===== src/include/arx_defs.svh =====
// Constants for the asynchronous receive recovery block.
// Included by bare name from the design file.
`ifndef ARX_DEFS_SVH
`define ARX_DEFS_SVH
`define ARX_SPB_NORMAL 5'h10
`define ARX_SPB_DOUBLE 5'h08
`define ARX_VOTE_A_NORMAL 5'h08
`define ARX_VOTE_B_NORMAL 5'h09
`define ARX_VOTE_C_NORMAL 5'h0a
`define ARX_VOTE_A_DOUBLE 5'h04
`define ARX_VOTE_B_DOUBLE 5'h05
`define ARX_VOTE_C_DOUBLE 5'h06
`define ARX_SAMPLE_FIRST 5'h01
`define ARX_SAMPLE_SECOND 5'h02
`define ARX_BITS_MIN 4'h5
`define ARX_BITS_MAX 4'ha
`define ARX_DATA_W 10
`define ARX_CNT_W 5
`endif


===== src/include/arx_pkg.sv =====
// Types for the asynchronous receive recovery block.
// No assumptions beyond the defs header.
package arx_pkg;
    typedef enum logic [3:0] {
        ARX_IDLE = 4'b0001,
        ARX_START = 4'b0010,
        ARX_DATA = 4'b0100,
        ARX_STOP = 4'b1000
    } arx_state_t;
endpackage


===== src/hw/arx_async_rx.sv =====
// Receive clock and data recovery: start detection, majority voting, frame error.
// Assumes a one-cycle sampleTick from an outside baud generator at 16x or 8x.
`timescale 1ns/1ps
`include "arx_defs.svh"
module arx_async_rx
    import arx_pkg::*;
(
    input wire logic clock,
    input wire logic nrst,
    input wire logic sampleTick,
    input wire logic serialIn,
    input wire logic double_speed_select,
    input wire logic [3:0] frameBits,
    output logic [`ARX_DATA_W-1:0] rxData_reg,
    output logic frame_error_flag,
    output logic rxValid_reg,
    output logic busy_reg
);
    logic syncA_reg;
    logic syncB_reg;
    logic lineLast_reg;
    arx_state_t state_reg;
    logic [`ARX_CNT_W-1:0] phase_reg;
    logic [2:0] votes_reg;
    logic [3:0] bitIdx_reg;
    logic [3:0] bitsLatched_reg;
    logic [`ARX_DATA_W-1:0] shift_reg;
    logic [`ARX_CNT_W-1:0] spb;
    logic [`ARX_CNT_W-1:0] voteA;
    logic [`ARX_CNT_W-1:0] voteB;
    logic [`ARX_CNT_W-1:0] voteC;
    logic [3:0] bitsClamped;
    logic [2:0] votesNow;
    logic voted;
    logic atVoteEnd;
    logic atBitEnd;
    logic startEdge;
    logic frameDone;

    // Synchroniser; second stage feeds everything
    always_ff @(posedge clock or negedge nrst)
    begin
        if (!nrst)
        begin
            syncA_reg <= 1'b1;
            syncB_reg <= 1'b1;
        end
        else
        begin
            syncA_reg <= serialIn;
            syncB_reg <= syncA_reg;
        end
    end

    // Edge detector; preset high so reset itself is no edge
    always_ff @(posedge clock or negedge nrst)
    begin
        if (!nrst)
            lineLast_reg <= 1'b1;
        else if (sampleTick)
            lineLast_reg <= syncB_reg;
    end

    always_comb
    begin
        // Mode is a level; changing it mid-frame breaks that frame
        if (double_speed_select)
        begin
            spb = `ARX_SPB_DOUBLE;
            voteA = `ARX_VOTE_A_DOUBLE;
            voteB = `ARX_VOTE_B_DOUBLE;
            voteC = `ARX_VOTE_C_DOUBLE;
        end
        else
        begin
            spb = `ARX_SPB_NORMAL;
            voteA = `ARX_VOTE_A_NORMAL;
            voteB = `ARX_VOTE_B_NORMAL;
            voteC = `ARX_VOTE_C_NORMAL;
        end
        // Out-of-range sizes are clamped rather than rejected
        if (frameBits < `ARX_BITS_MIN)
            bitsClamped = `ARX_BITS_MIN;
        else if (frameBits > `ARX_BITS_MAX)
            bitsClamped = `ARX_BITS_MAX;
        else
            bitsClamped = frameBits;
        votesNow = votes_reg;
        if (phase_reg == voteA)
            votesNow[0] = syncB_reg;
        if (phase_reg == voteB)
            votesNow[1] = syncB_reg;
        if (phase_reg == voteC)
            votesNow[2] = syncB_reg;
        voted = (votesNow[0] & votesNow[1]) | (votesNow[0] & votesNow[2])
            | (votesNow[1] & votesNow[2]);
        atVoteEnd = (phase_reg == voteC);
        atBitEnd = (phase_reg == spb);
        startEdge = lineLast_reg && !syncB_reg;
        frameDone = sampleTick && (state_reg == ARX_STOP) && atVoteEnd;
    end

    // Sequencer; a tick-less cycle holds all state
    always_ff @(posedge clock or negedge nrst)
    begin
        if (!nrst)
        begin
            state_reg <= ARX_IDLE;
            phase_reg <= '0;
            votes_reg <= 3'h0;
            bitIdx_reg <= 4'h0;
            bitsLatched_reg <= `ARX_BITS_MIN;
            shift_reg <= '0;
        end
        else if (sampleTick)
        begin
            case (state_reg)
                ARX_IDLE:
                begin
                    if (startEdge)
                    begin
                        state_reg <= ARX_START;
                        // This tick took sample one, so the next one is sample two
                        phase_reg <= `ARX_SAMPLE_SECOND;
                        votes_reg <= 3'h0;
                        bitsLatched_reg <= bitsClamped;
                    end
                end
                ARX_START:
                begin
                    votes_reg <= votesNow;
                    phase_reg <= phase_reg + `ARX_SAMPLE_FIRST;
                    if (atVoteEnd)
                    begin
                        if (voted)
                            state_reg <= ARX_IDLE;
                    end
                    if (atBitEnd)
                    begin
                        state_reg <= ARX_DATA;
                        phase_reg <= `ARX_SAMPLE_FIRST;
                        bitIdx_reg <= 4'h0;
                        votes_reg <= 3'h0;
                    end
                end
                ARX_DATA:
                begin
                    votes_reg <= votesNow;
                    phase_reg <= phase_reg + `ARX_SAMPLE_FIRST;
                    if (atVoteEnd)
                        shift_reg <= {voted, shift_reg[`ARX_DATA_W-1:1]};
                    if (atBitEnd)
                    begin
                        phase_reg <= `ARX_SAMPLE_FIRST;
                        votes_reg <= 3'h0;
                        bitIdx_reg <= bitIdx_reg + 4'h1;
                        if (bitIdx_reg + 4'h1 == bitsLatched_reg)
                            state_reg <= ARX_STOP;
                    end
                end
                ARX_STOP:
                begin
                    votes_reg <= votesNow;
                    phase_reg <= phase_reg + `ARX_SAMPLE_FIRST;
                    // Back to idle at the last vote sample: no full stop bit wait
                    if (atVoteEnd)
                        state_reg <= ARX_IDLE;
                end
                default:
                    state_reg <= ARX_IDLE;
            endcase
        end
    end

    // Result; the data is right-aligned by the frame length
    always_ff @(posedge clock or negedge nrst)
    begin
        if (!nrst)
        begin
            rxData_reg <= '0;
            rxValid_reg <= 1'b0;
        end
        else
        begin
            rxValid_reg <= frameDone;
            if (frameDone)
                rxData_reg <= shift_reg >> (4'(`ARX_DATA_W) - bitsLatched_reg);
        end
    end

    // Flag stays with its frame until the next frame completes
    always_ff @(posedge clock or negedge nrst)
    begin
        if (!nrst)
            frame_error_flag <= 1'b0;
        else if (frameDone)
            frame_error_flag <= ~voted;
    end

    // One cycle behind the state, so it comes straight from a flop
    always_ff @(posedge clock or negedge nrst)
    begin
        if (!nrst)
            busy_reg <= 1'b0;
        else
            busy_reg <= (state_reg != ARX_IDLE);
    end
endmodule


===== config.mk =====
export PLATFORM = sky130hd
export DESIGN_NAME = arx_async_rx
export DESIGN_NICKNAME = d
export VERILOG_FILES = /design/src/include/arx_pkg.sv /design/src/hw/arx_async_rx.sv
export VERILOG_INCLUDE_DIRS = /design/src /design/src/include
export SDC_FILE = /design/constraint.sdc
export NUM_CORES = 1
export LEC_CHECK = 0
export ABC_CLOCK_PERIOD_IN_PS = 3300
export BUFFER_PORTS_ARGS = -buffer_cell sky130_fd_sc_hd__buf_4
export CORE_ASPECT_RATIO = 0.7
export CORE_MARGIN = 2
export CORE_UTILIZATION = 64
export DETAILED_ROUTE_END_ITERATION = 10
export PLACE_DENSITY = 0.84
export SETUP_SLACK_MARGIN = 0.1
export SYNTH_ARGS = -nofsm -noshare
export SYNTH_HDL_FRONTEND = slang
export SYNTH_SLANG_ARGS = --single-unit

===== constraint.sdc =====
create_clock -name clock -period 3.3 [get_ports clock]
set_input_delay 0.99 -clock clock [delete_from_list [all_inputs] [get_ports clock]]
set_output_delay 0.99 -clock clock [all_outputs]
set_load 0.05 [all_outputs]

==> results by group, run 1 <==
Timing
  • Setup TNS: 0 ns
  • Worst hold slack: 0.362 ns
  • Number of hold-slack violations in the final timing report: 0
  • Actual slew at the worst max-slew pin: 0.953 ns
  • Worst clock skew: 0.00801 ns
  • Headroom to the max-slew limit: 36.0%
  • Final slew viol count: 0
  • Final setup violation count: 0
  • Setup repair after global routing missed its margin: no
  • Part of the cycle the worst path needs: 78.5%
  • Maximum clock rate: 386 MHz
  • Shortest period the worst path allows: 2.59 ns

Routing
  • Routed length per placed instance: 15.5 µm
  • Number of DRC markers after the initial detailed-route iteration: 155
  • Routed Wire Length: 5380 µm
  • Detailed-route vias per instance: 6.20
  • Via count: 2151
  • Top Metal Used: met4
  • Met3 wire length: 361 µm
  • Number of iterations in the first detailed-routing pass: 4
  • Met2 Wirelength: 2270 µm
  • Post-route met1 wirelength: 2690 µm
  • Final antenna-violating net count: 0
  • DRC violation count after routing: 0

Hold path
  • Kind of path behind the tightest hold check: register to register

Cells and area
  • Layout area overhead: 10.9%
  • Final net count: 309
  • Leading cell types in the layout, fill and taps excluded: 40 x dfrtp_1, 30 x nand2_1, 22 x buf_4
  • Antenna Cells: 0
  • Most frequent standard cell in the layout excluding fill and tap cells: dfrtp_1
  • Proportion of layout cells with a drive suffix above 1: 21.4%

GRT
  • Global-route wire length before repair: 9130 µm
  • Largest net degree at the start of global routing: 47
  • Overflow left after global routing: 0
  • Total routing usage reported by global routing: 25.2%
  • Number of global-route vias before repair: 1909
  • Number of antenna violations at the first check in global routing: 0

CTS
  • Root Buffer Master: clkbuf_8
  • Clock tree from TritonCTS: yes
  • Buffers inserted during post-CTS setup optimization: 0
  • Hold buffer count at cts: 0
  • Clock insertion delay at the later pin of the skew report: 0.30 ns
  • Buffer depth of the longest clock path: 2
  • Clock Sink Count: 46
  • TritonCTS buffer count: 5
  • Number of levels the H-tree was split into: 2
  • CTS resizes: 0
  • Clk slew on worst S/H paths: 0.09 ns

Setup path
  • Data arrival time at the worst-slack endpoint: 2.79 ns
  • Worst path bufs/invs: 1
  • Startpoint type of the worst setup path: input port
  • Endpoint type of the worst setup path: register
  • CP Data Required Time: 3.50 ns
  • Cell family with most CP delay: simple AND/OR/NAND/NOR gates
  • Critical path start-end classification: input port to register
  • Crit path max fanout: 10
  • Cell-by-cell listing of the critical path: buf_4 -> or3b_1 -> and2_1 -> nor3_4 -> nand3_1 -> mux2_2
  • Slowest cell delay on critical path: 0.44 ns
  • Critical-path top delay cell: nand3_1

Floorplan
  • Die height: 58.3 µm
  • Total core area: 3990 µm²
  • Total Die Area: 4760 µm²
  • Top-level port count: 22
  • Horizontal extent of the die: 81.6 µm
  • Number of standard-cell rows in the floorplan: 19
  • Initial cell density of the core: 67.6%

Place
  • Half-perimeter wire length after detailed placement: 3930 µm
  • Final weighted congestion in routability-driven placement: 0.852
  • Port buffer count: 21

Synthesis
  • Share of async-settable or async-resettable flops after synthesis: 100%
  • Count of flip-flops with a built-in enable after synthesis: 0
  • Post-synthesis cell area: 2700 µm²
  • Number of different library cells in the post-synthesis netlist: 60
  • Synthesized instance count: 276
  • Top_reg_cell synth: dfrtp_1
  • Syn avg cell area: 9.78 µm²
  • Net count after synthesis: 291
  • Synth Warn #: 0
  • FF+latch count, synth: 46
  • Share of synthesized area occupied by flip-flops and latches: 42.9%

Power and ir drop
  • Pwr per Cell Area: 664 nW/µm²
  • Peak supply drop: 465 µV
  • Leakage power: 1.32 nW

Flow run
  • Max_cap viols: 0

Outcome
  • Outcome: finished, final reports clean
## power breakdown
group / leakage, nW / internal, mW / switching (mW)
Clock: 0.0585 / 0.227 / 0.198
Sequential: 0.597 / 0.651 / 0.141
Combinational: 0.667 / 0.337 / 0.434
## metrics by stage
stage | setup WS [ns] | utilization (%) | instance area, µm² | std cells | power (mW)
2_1_floorplan | 0.697 | - | 2700 | 276 | 1.39
3_3_place_gp | 0.478 | 72.1 | 2880 | 339 | 1.53
3_5_place_dp | 0.405 | 72.1 | 2880 | 339 | 1.56
4_1_cts | 0.728 | 75.0 | 2990 | 347 | 1.98
5_1_grt | 0.607 | 75.0 | 2990 | 347 | 2.12
6_report | 0.709 | 75.0 | 2990 | 347 | 1.99
## worst register-to-register path, cell delays in order (launching register included)
cell and delay [ns]:
dfstp_2 0.76, ha_1 0.49, mux2_2 0.42, mux2_2 0.29
a21oi_1 0.16, a211oi_1 0.07, a21o_1 0.20
## kinds of logic after synthesis
kind of cell / count (synthesis) / synth area share [%]
simple gates: 90 / 18.2
compound gates: 70 / 16.6
flops: 46 / 42.9
mux: 27 / 11.9
buf+inv: 25 / 3.71
xor+xnor: 11 / 3.57
fa+ha+maj: 7 / 3.15
## layout make-up
cell class / count / area [µm²]
sequential: 46 / 1160
timing repair buffer: 22 / 165
clock buffer: 5 / 68.8
tap: 52 / 65.1
inverter: 14 / 52.6
multi-input combinational: 205 / 1440
fill: 293 / 1000
clock inverter: 3 / 43.8
## cell usage after synthesis (5+ instances only)
cell type | number | share of area, %
nand3_1 | 9 | 1.7
nor2_1 | 15 | 2.1
dfrtp_1 | 40 | 37
mux2i_1 | 5 | 1.9
o31ai_1 | 5 | 1.4
xnor2_1 | 9 | 2.9
o21ai_1 | 7 | 1.3
mux2_2 | 16 | 6.7
o21ai_0 | 16 | 3.0
clkbuf_1 | 7 | 0.97
a21oi_1 | 17 | 3.2
nand2b_1 | 6 | 1.4
nand2_1 | 30 | 4.2
inv_1 | 13 | 1.8
dfstp_2 | 6 | 5.8
ha_1 | 6 | 2.8
## worst paths after layout
| kind | from | end | slack (ns) | depth (start not counted) |
|---|---|---|---|---|
| max | double_speed_select | shift_reg[4]$_DFFE_PN0P_ | 0.71 | 6 |
| min | syncA_reg$_DFF_PN1_ | syncB_reg$_DFF_PN1_ | 0.36 | 0 |
| max reg2reg | bitsLatched_reg[0]$_DFFE_PN1P_ | rxData_reg[0]$_DFFE_PN0P_ | 0.82 | 6 |
| min reg2reg | syncA_reg$_DFF_PN1_ | syncB_reg$_DFF_PN1_ | 0.36 | 0 |
| max in group asynchronous | nrst | votes_reg[1]$_DFFE_PN0P_ | 2.23 | 1 |
| min in group asynchronous | nrst | bitIdx_reg[3]$_DFFE_PN0P_ | 0.66 | 1 |
## per-layer routing
layer | vias up | GRT usage, %
met1 | 1038 | 41.1
met4 | 0 | 7.86
li1 | 1031 | -
met2 | 75 | 34.1
met3 | 7 | 4.91
met5 | - | 0
No activity file was read; power rests on OpenSTA's default activity.
==> run 2, diff against run 1 <==
ABC_CLOCK_PERIOD_IN_PS = 2500   (was 3300)
CORE_UTILIZATION = 60   (was 64)
PLACE_DENSITY = 0.8   (was 0.84)
clock period = 2.5 ns   (was 3.3 ns; I/O delays follow)
==> run 2 against run 1 <==
Worst hold slack gained 0.0073 ns. Sequential share of layout area shrank 1.2 points. Clock power grew 8.7%. Highest routed layer unchanged.
==> results by group, run 2 (synthesis results as in run 1) <==
Place
  • Final weighted congestion in routability-driven placement: 0.946 (+11%)
  • Placed instance count: 356 (+5.0%)
  • DP Area: 2990 µm² (+3.8%)
  • Port buffer count: 21 (unchanged)
  • Half-perimeter wire length after detailed placement: 3940 µm (+0.19%)

Floorplan
  • Horizontal extent of the die: 84.2 µm (+3.1%)
  • Total Die Area: 5060 µm² (+6.3%)
  • Initial cell density of the core: 62.3% (-5.2 points)
  • Number of standard-cell rows in the floorplan: 20 (+1)
  • Die height: 60.1 µm (+3.1%)
  • Top-level port count: 22 (unchanged)
  • Total core area: 4330 µm² (+8.4%)

Setup path
  • Capture point of the worst path: bitsLatched_reg[3]$_DFFE_PN0P_
  • Worst reg2reg startpoint: phase_reg[2]$_DFFE_PN0P_
  • Cell-by-cell listing of the critical path: buf_4 -> or3b_1 -> and2_1 -> nor3_4 -> o21ai_1 -> or2_1 -> mux2_1
  • Crit path from: double_speed_select
  • CP Data Required Time: 2.67 ns (-0.83 ns)
  • Endpoint type of the worst setup path: register
  • Slowest cell delay on critical path: 0.37 ns (-0.07 ns)
  • Cell family with most CP delay: simple AND/OR/NAND/NOR gates
  • Flop2flop setup slack: 0.21 ns (-0.61 ns)
  • Number of gates on the worst path with buffers counted: 7 (+1)
  • Cell count of the worst reg-to-reg path: 6 (unchanged)
  • Crit path max fanout: 5 (-5)
  • Critical path start-end classification: input port to register
  • Data arrival time at the worst-slack endpoint: 2.51 ns (-0.28 ns)
  • R2R Path End: bitsLatched_reg[3]$_DFFE_PN0P_
  • Worst path bufs/invs: 1 (unchanged)
  • Critical-path top delay cell: or3b_1
  • Startpoint type of the worst setup path: input port

Cells and area
  • Area of all sequential standard cells: 1160 µm² (+0.11%)
  • Non-filler cells, final: 364 (+4.9%)
  • Share of the core filled with cells in the final layout: 71.4% (-3.6 points)
  • Final net count: 323 (+4.5%)
  • Count of filler cells inserted in the layout: 352 (+20%)
  • Proportion of layout cells with a drive suffix above 1: 25.2% (+3.9 points)
  • Antenna Cells: 0 (unchanged)
  • Area occupied by multi-input gates: 1450 µm² (+0.52%)
  • Layout area overhead: 14.5%
  • Most frequent standard cell in the layout excluding fill and tap cells: dfrtp_1
  • Leading cell types in the layout, fill and taps excluded: 39 x dfrtp_1, 36 x buf_4, 30 x nand2_1
  • Finished Cell Area: 3090 µm² (+3.2%)

CTS
  • Buffer depth of the longest clock path: 2 (unchanged)
  • TritonCTS buffer count: 5 (unchanged)
  • Number of levels the H-tree was split into: 2 (unchanged)
  • Hold buffer count at cts: 0 (unchanged)
  • Root Buffer Master: clkbuf_8
  • Clock insertion delay at the later pin of the skew report: 0.29 ns (about the same)
  • Clk slew on worst S/H paths: 0.08 ns (about the same)
  • Clock tree from TritonCTS: yes
  • Buffers inserted during post-CTS setup optimization: 0 (unchanged)
  • Clock Sink Count: 46 (unchanged)

Timing
  • Maximum clock rate: 427 MHz
  • Worst clock skew: 0.00467 ns (-0.00334 ns)
  • Final setup violation count: 0 (unchanged)
  • Setup repair after global routing missed its margin: no
  • Actual slew at the worst max-slew pin: 0.581 ns (-0.372 ns)
  • Final slew viol count: 0 (unchanged)
  • Part of the cycle the worst path needs: 93.7%
  • Headroom to the max-slew limit: 61.2% (+25 points)
  • Worst hold slack: 0.369 ns (+0.00726 ns)
  • Shortest period the worst path allows: 2.34 ns
  • Number of hold-slack violations in the final timing report: 0 (unchanged)

Power and ir drop
  • Clock share of power: 17.4% (-4.0 points)
  • Total net switching power: 1.02 mW (+32%)
  • Pwr per Cell Area: 859 nW/µm² (+29%)
  • Peak supply drop: 645 µV (+39%)
  • Proportion of power drawn by flip-flops and latches: 38.4% (-1.5 points)
  • Leakage power: 1.38 nW (+4.2%)
  • Final total power: 2.65 mW (+34%)
  • Int Power: 1.63 mW (+34%)
  • Comb pwr share: 44.2% (+5.4 points)
  • Switching Share: 38.5% (-0.34 points)

Routing
  • Routed Wire Length: 5460 µm (+1.4%)
  • Number of DRC markers after the initial detailed-route iteration: 143 (-7.7%)
  • Via count: 2130 (-0.98%)
  • Routed length per placed instance: 15.0 µm (-3.3%)
  • Detailed-route vias per instance: 5.85 (-5.6%)
  • Number of iterations in the first detailed-routing pass: 4 (unchanged)
  • Final antenna-violating net count: 0 (unchanged)
  • DRC violation count after routing: 0 (unchanged)

GRT
  • Overflow left after global routing: 0 (unchanged)
  • Number of antenna violations at the first check in global routing: 0 (unchanged)
  • Number of global-route vias before repair: 1947 (+2.0%)
  • Global-route wire length before repair: 9360 µm (+2.6%)
  • Largest net degree at the start of global routing: 47 (unchanged)
  • Total routing usage reported by global routing: 23.3% (-1.9 points)

Hold path
  • Kind of path behind the tightest hold check: register to register

Outcome
  • Outcome: finished, final reports clean

Flow run
  • Max_cap viols: 0 (unchanged)
## run 2: metal layers
metal,track usage [%],up-vias,share of wire (%)
met3,5.52,4,4.3
li1,-,1056,-
met2,35.4,42,44
met5,0,-,0
met1,34.7,1028,51
met4,3.92,0,0.53
## run 2: stage by stage
step,setup WS (ns),setup TNS [ns]
global route,0.103,0
CTS,0.202,0
detailed placement,-0.0723,-0.313
floorplan,0.137,0
finish,0.157,0
global placement,-0.0206,-0.0547
## run 2: worst min path at each step
stage / start / endpoint / slack [ns] / cells past startpoint
2_1_floorplan: syncA_reg$_DFF_PN1_ / syncB_reg$_DFF_PN1_ / 0.35 / 0
6_report: syncA_reg$_DFF_PN1_ / syncB_reg$_DFF_PN1_ / 0.37 / 0
3_5_place_dp: syncA_reg$_DFF_PN1_ / syncB_reg$_DFF_PN1_ / 0.35 / 0
3_3_place_gp: syncA_reg$_DFF_PN1_ / syncB_reg$_DFF_PN1_ / 0.35 / 0
5_1_grt: syncA_reg$_DFF_PN1_ / syncB_reg$_DFF_PN1_ / 0.37 / 0
4_1_cts: syncA_reg$_DFF_PN1_ / syncB_reg$_DFF_PN1_ / 0.37 / 0
## run 2: worst reg2reg max path, stage by stage, from the launching register on
cell,delay (ns)
dfrtp_1,0.47
or3b_1,0.43
and2_1,0.22
nor3_4,0.23
o21ai_1,0.14
or2_1,0.33
mux2_1,0.36
## run 2: power by group through the flow
stage / sequential, mW / clock, mW / combinational [mW]
after detailed placement: 1.03 / 0 / 1.15
after global routing: 1.04 / 0.509 / 1.30
final: 1.02 / 0.462 / 1.17
after global placement: 1.02 / 0 / 1.12
after floorplan: 0.970 / 0 / 0.871
after CTS: 1.02 / 0.479 / 1.16
## run 2: what timing repair did
action | in CTS | in global routing
resized for setup | 0 | 2
setup endpoints to repair | 0 | 2
endpoints found under the hold margin | 0 | 0
## run 2: cell type report
| type | instances | share of cell area, % |
|---|---|---|
| multi-input cells | 205 | 46.8 |
| flip-flops and latches | 46 | 37.5 |
| repair buffers | 36 | 8.74 |
| clock buffers | 7 | 2.79 |
| well taps | 55 | 2.23 |
| inverters | 14 | 1.70 |
| clock inverters | 1 | 0.162 |
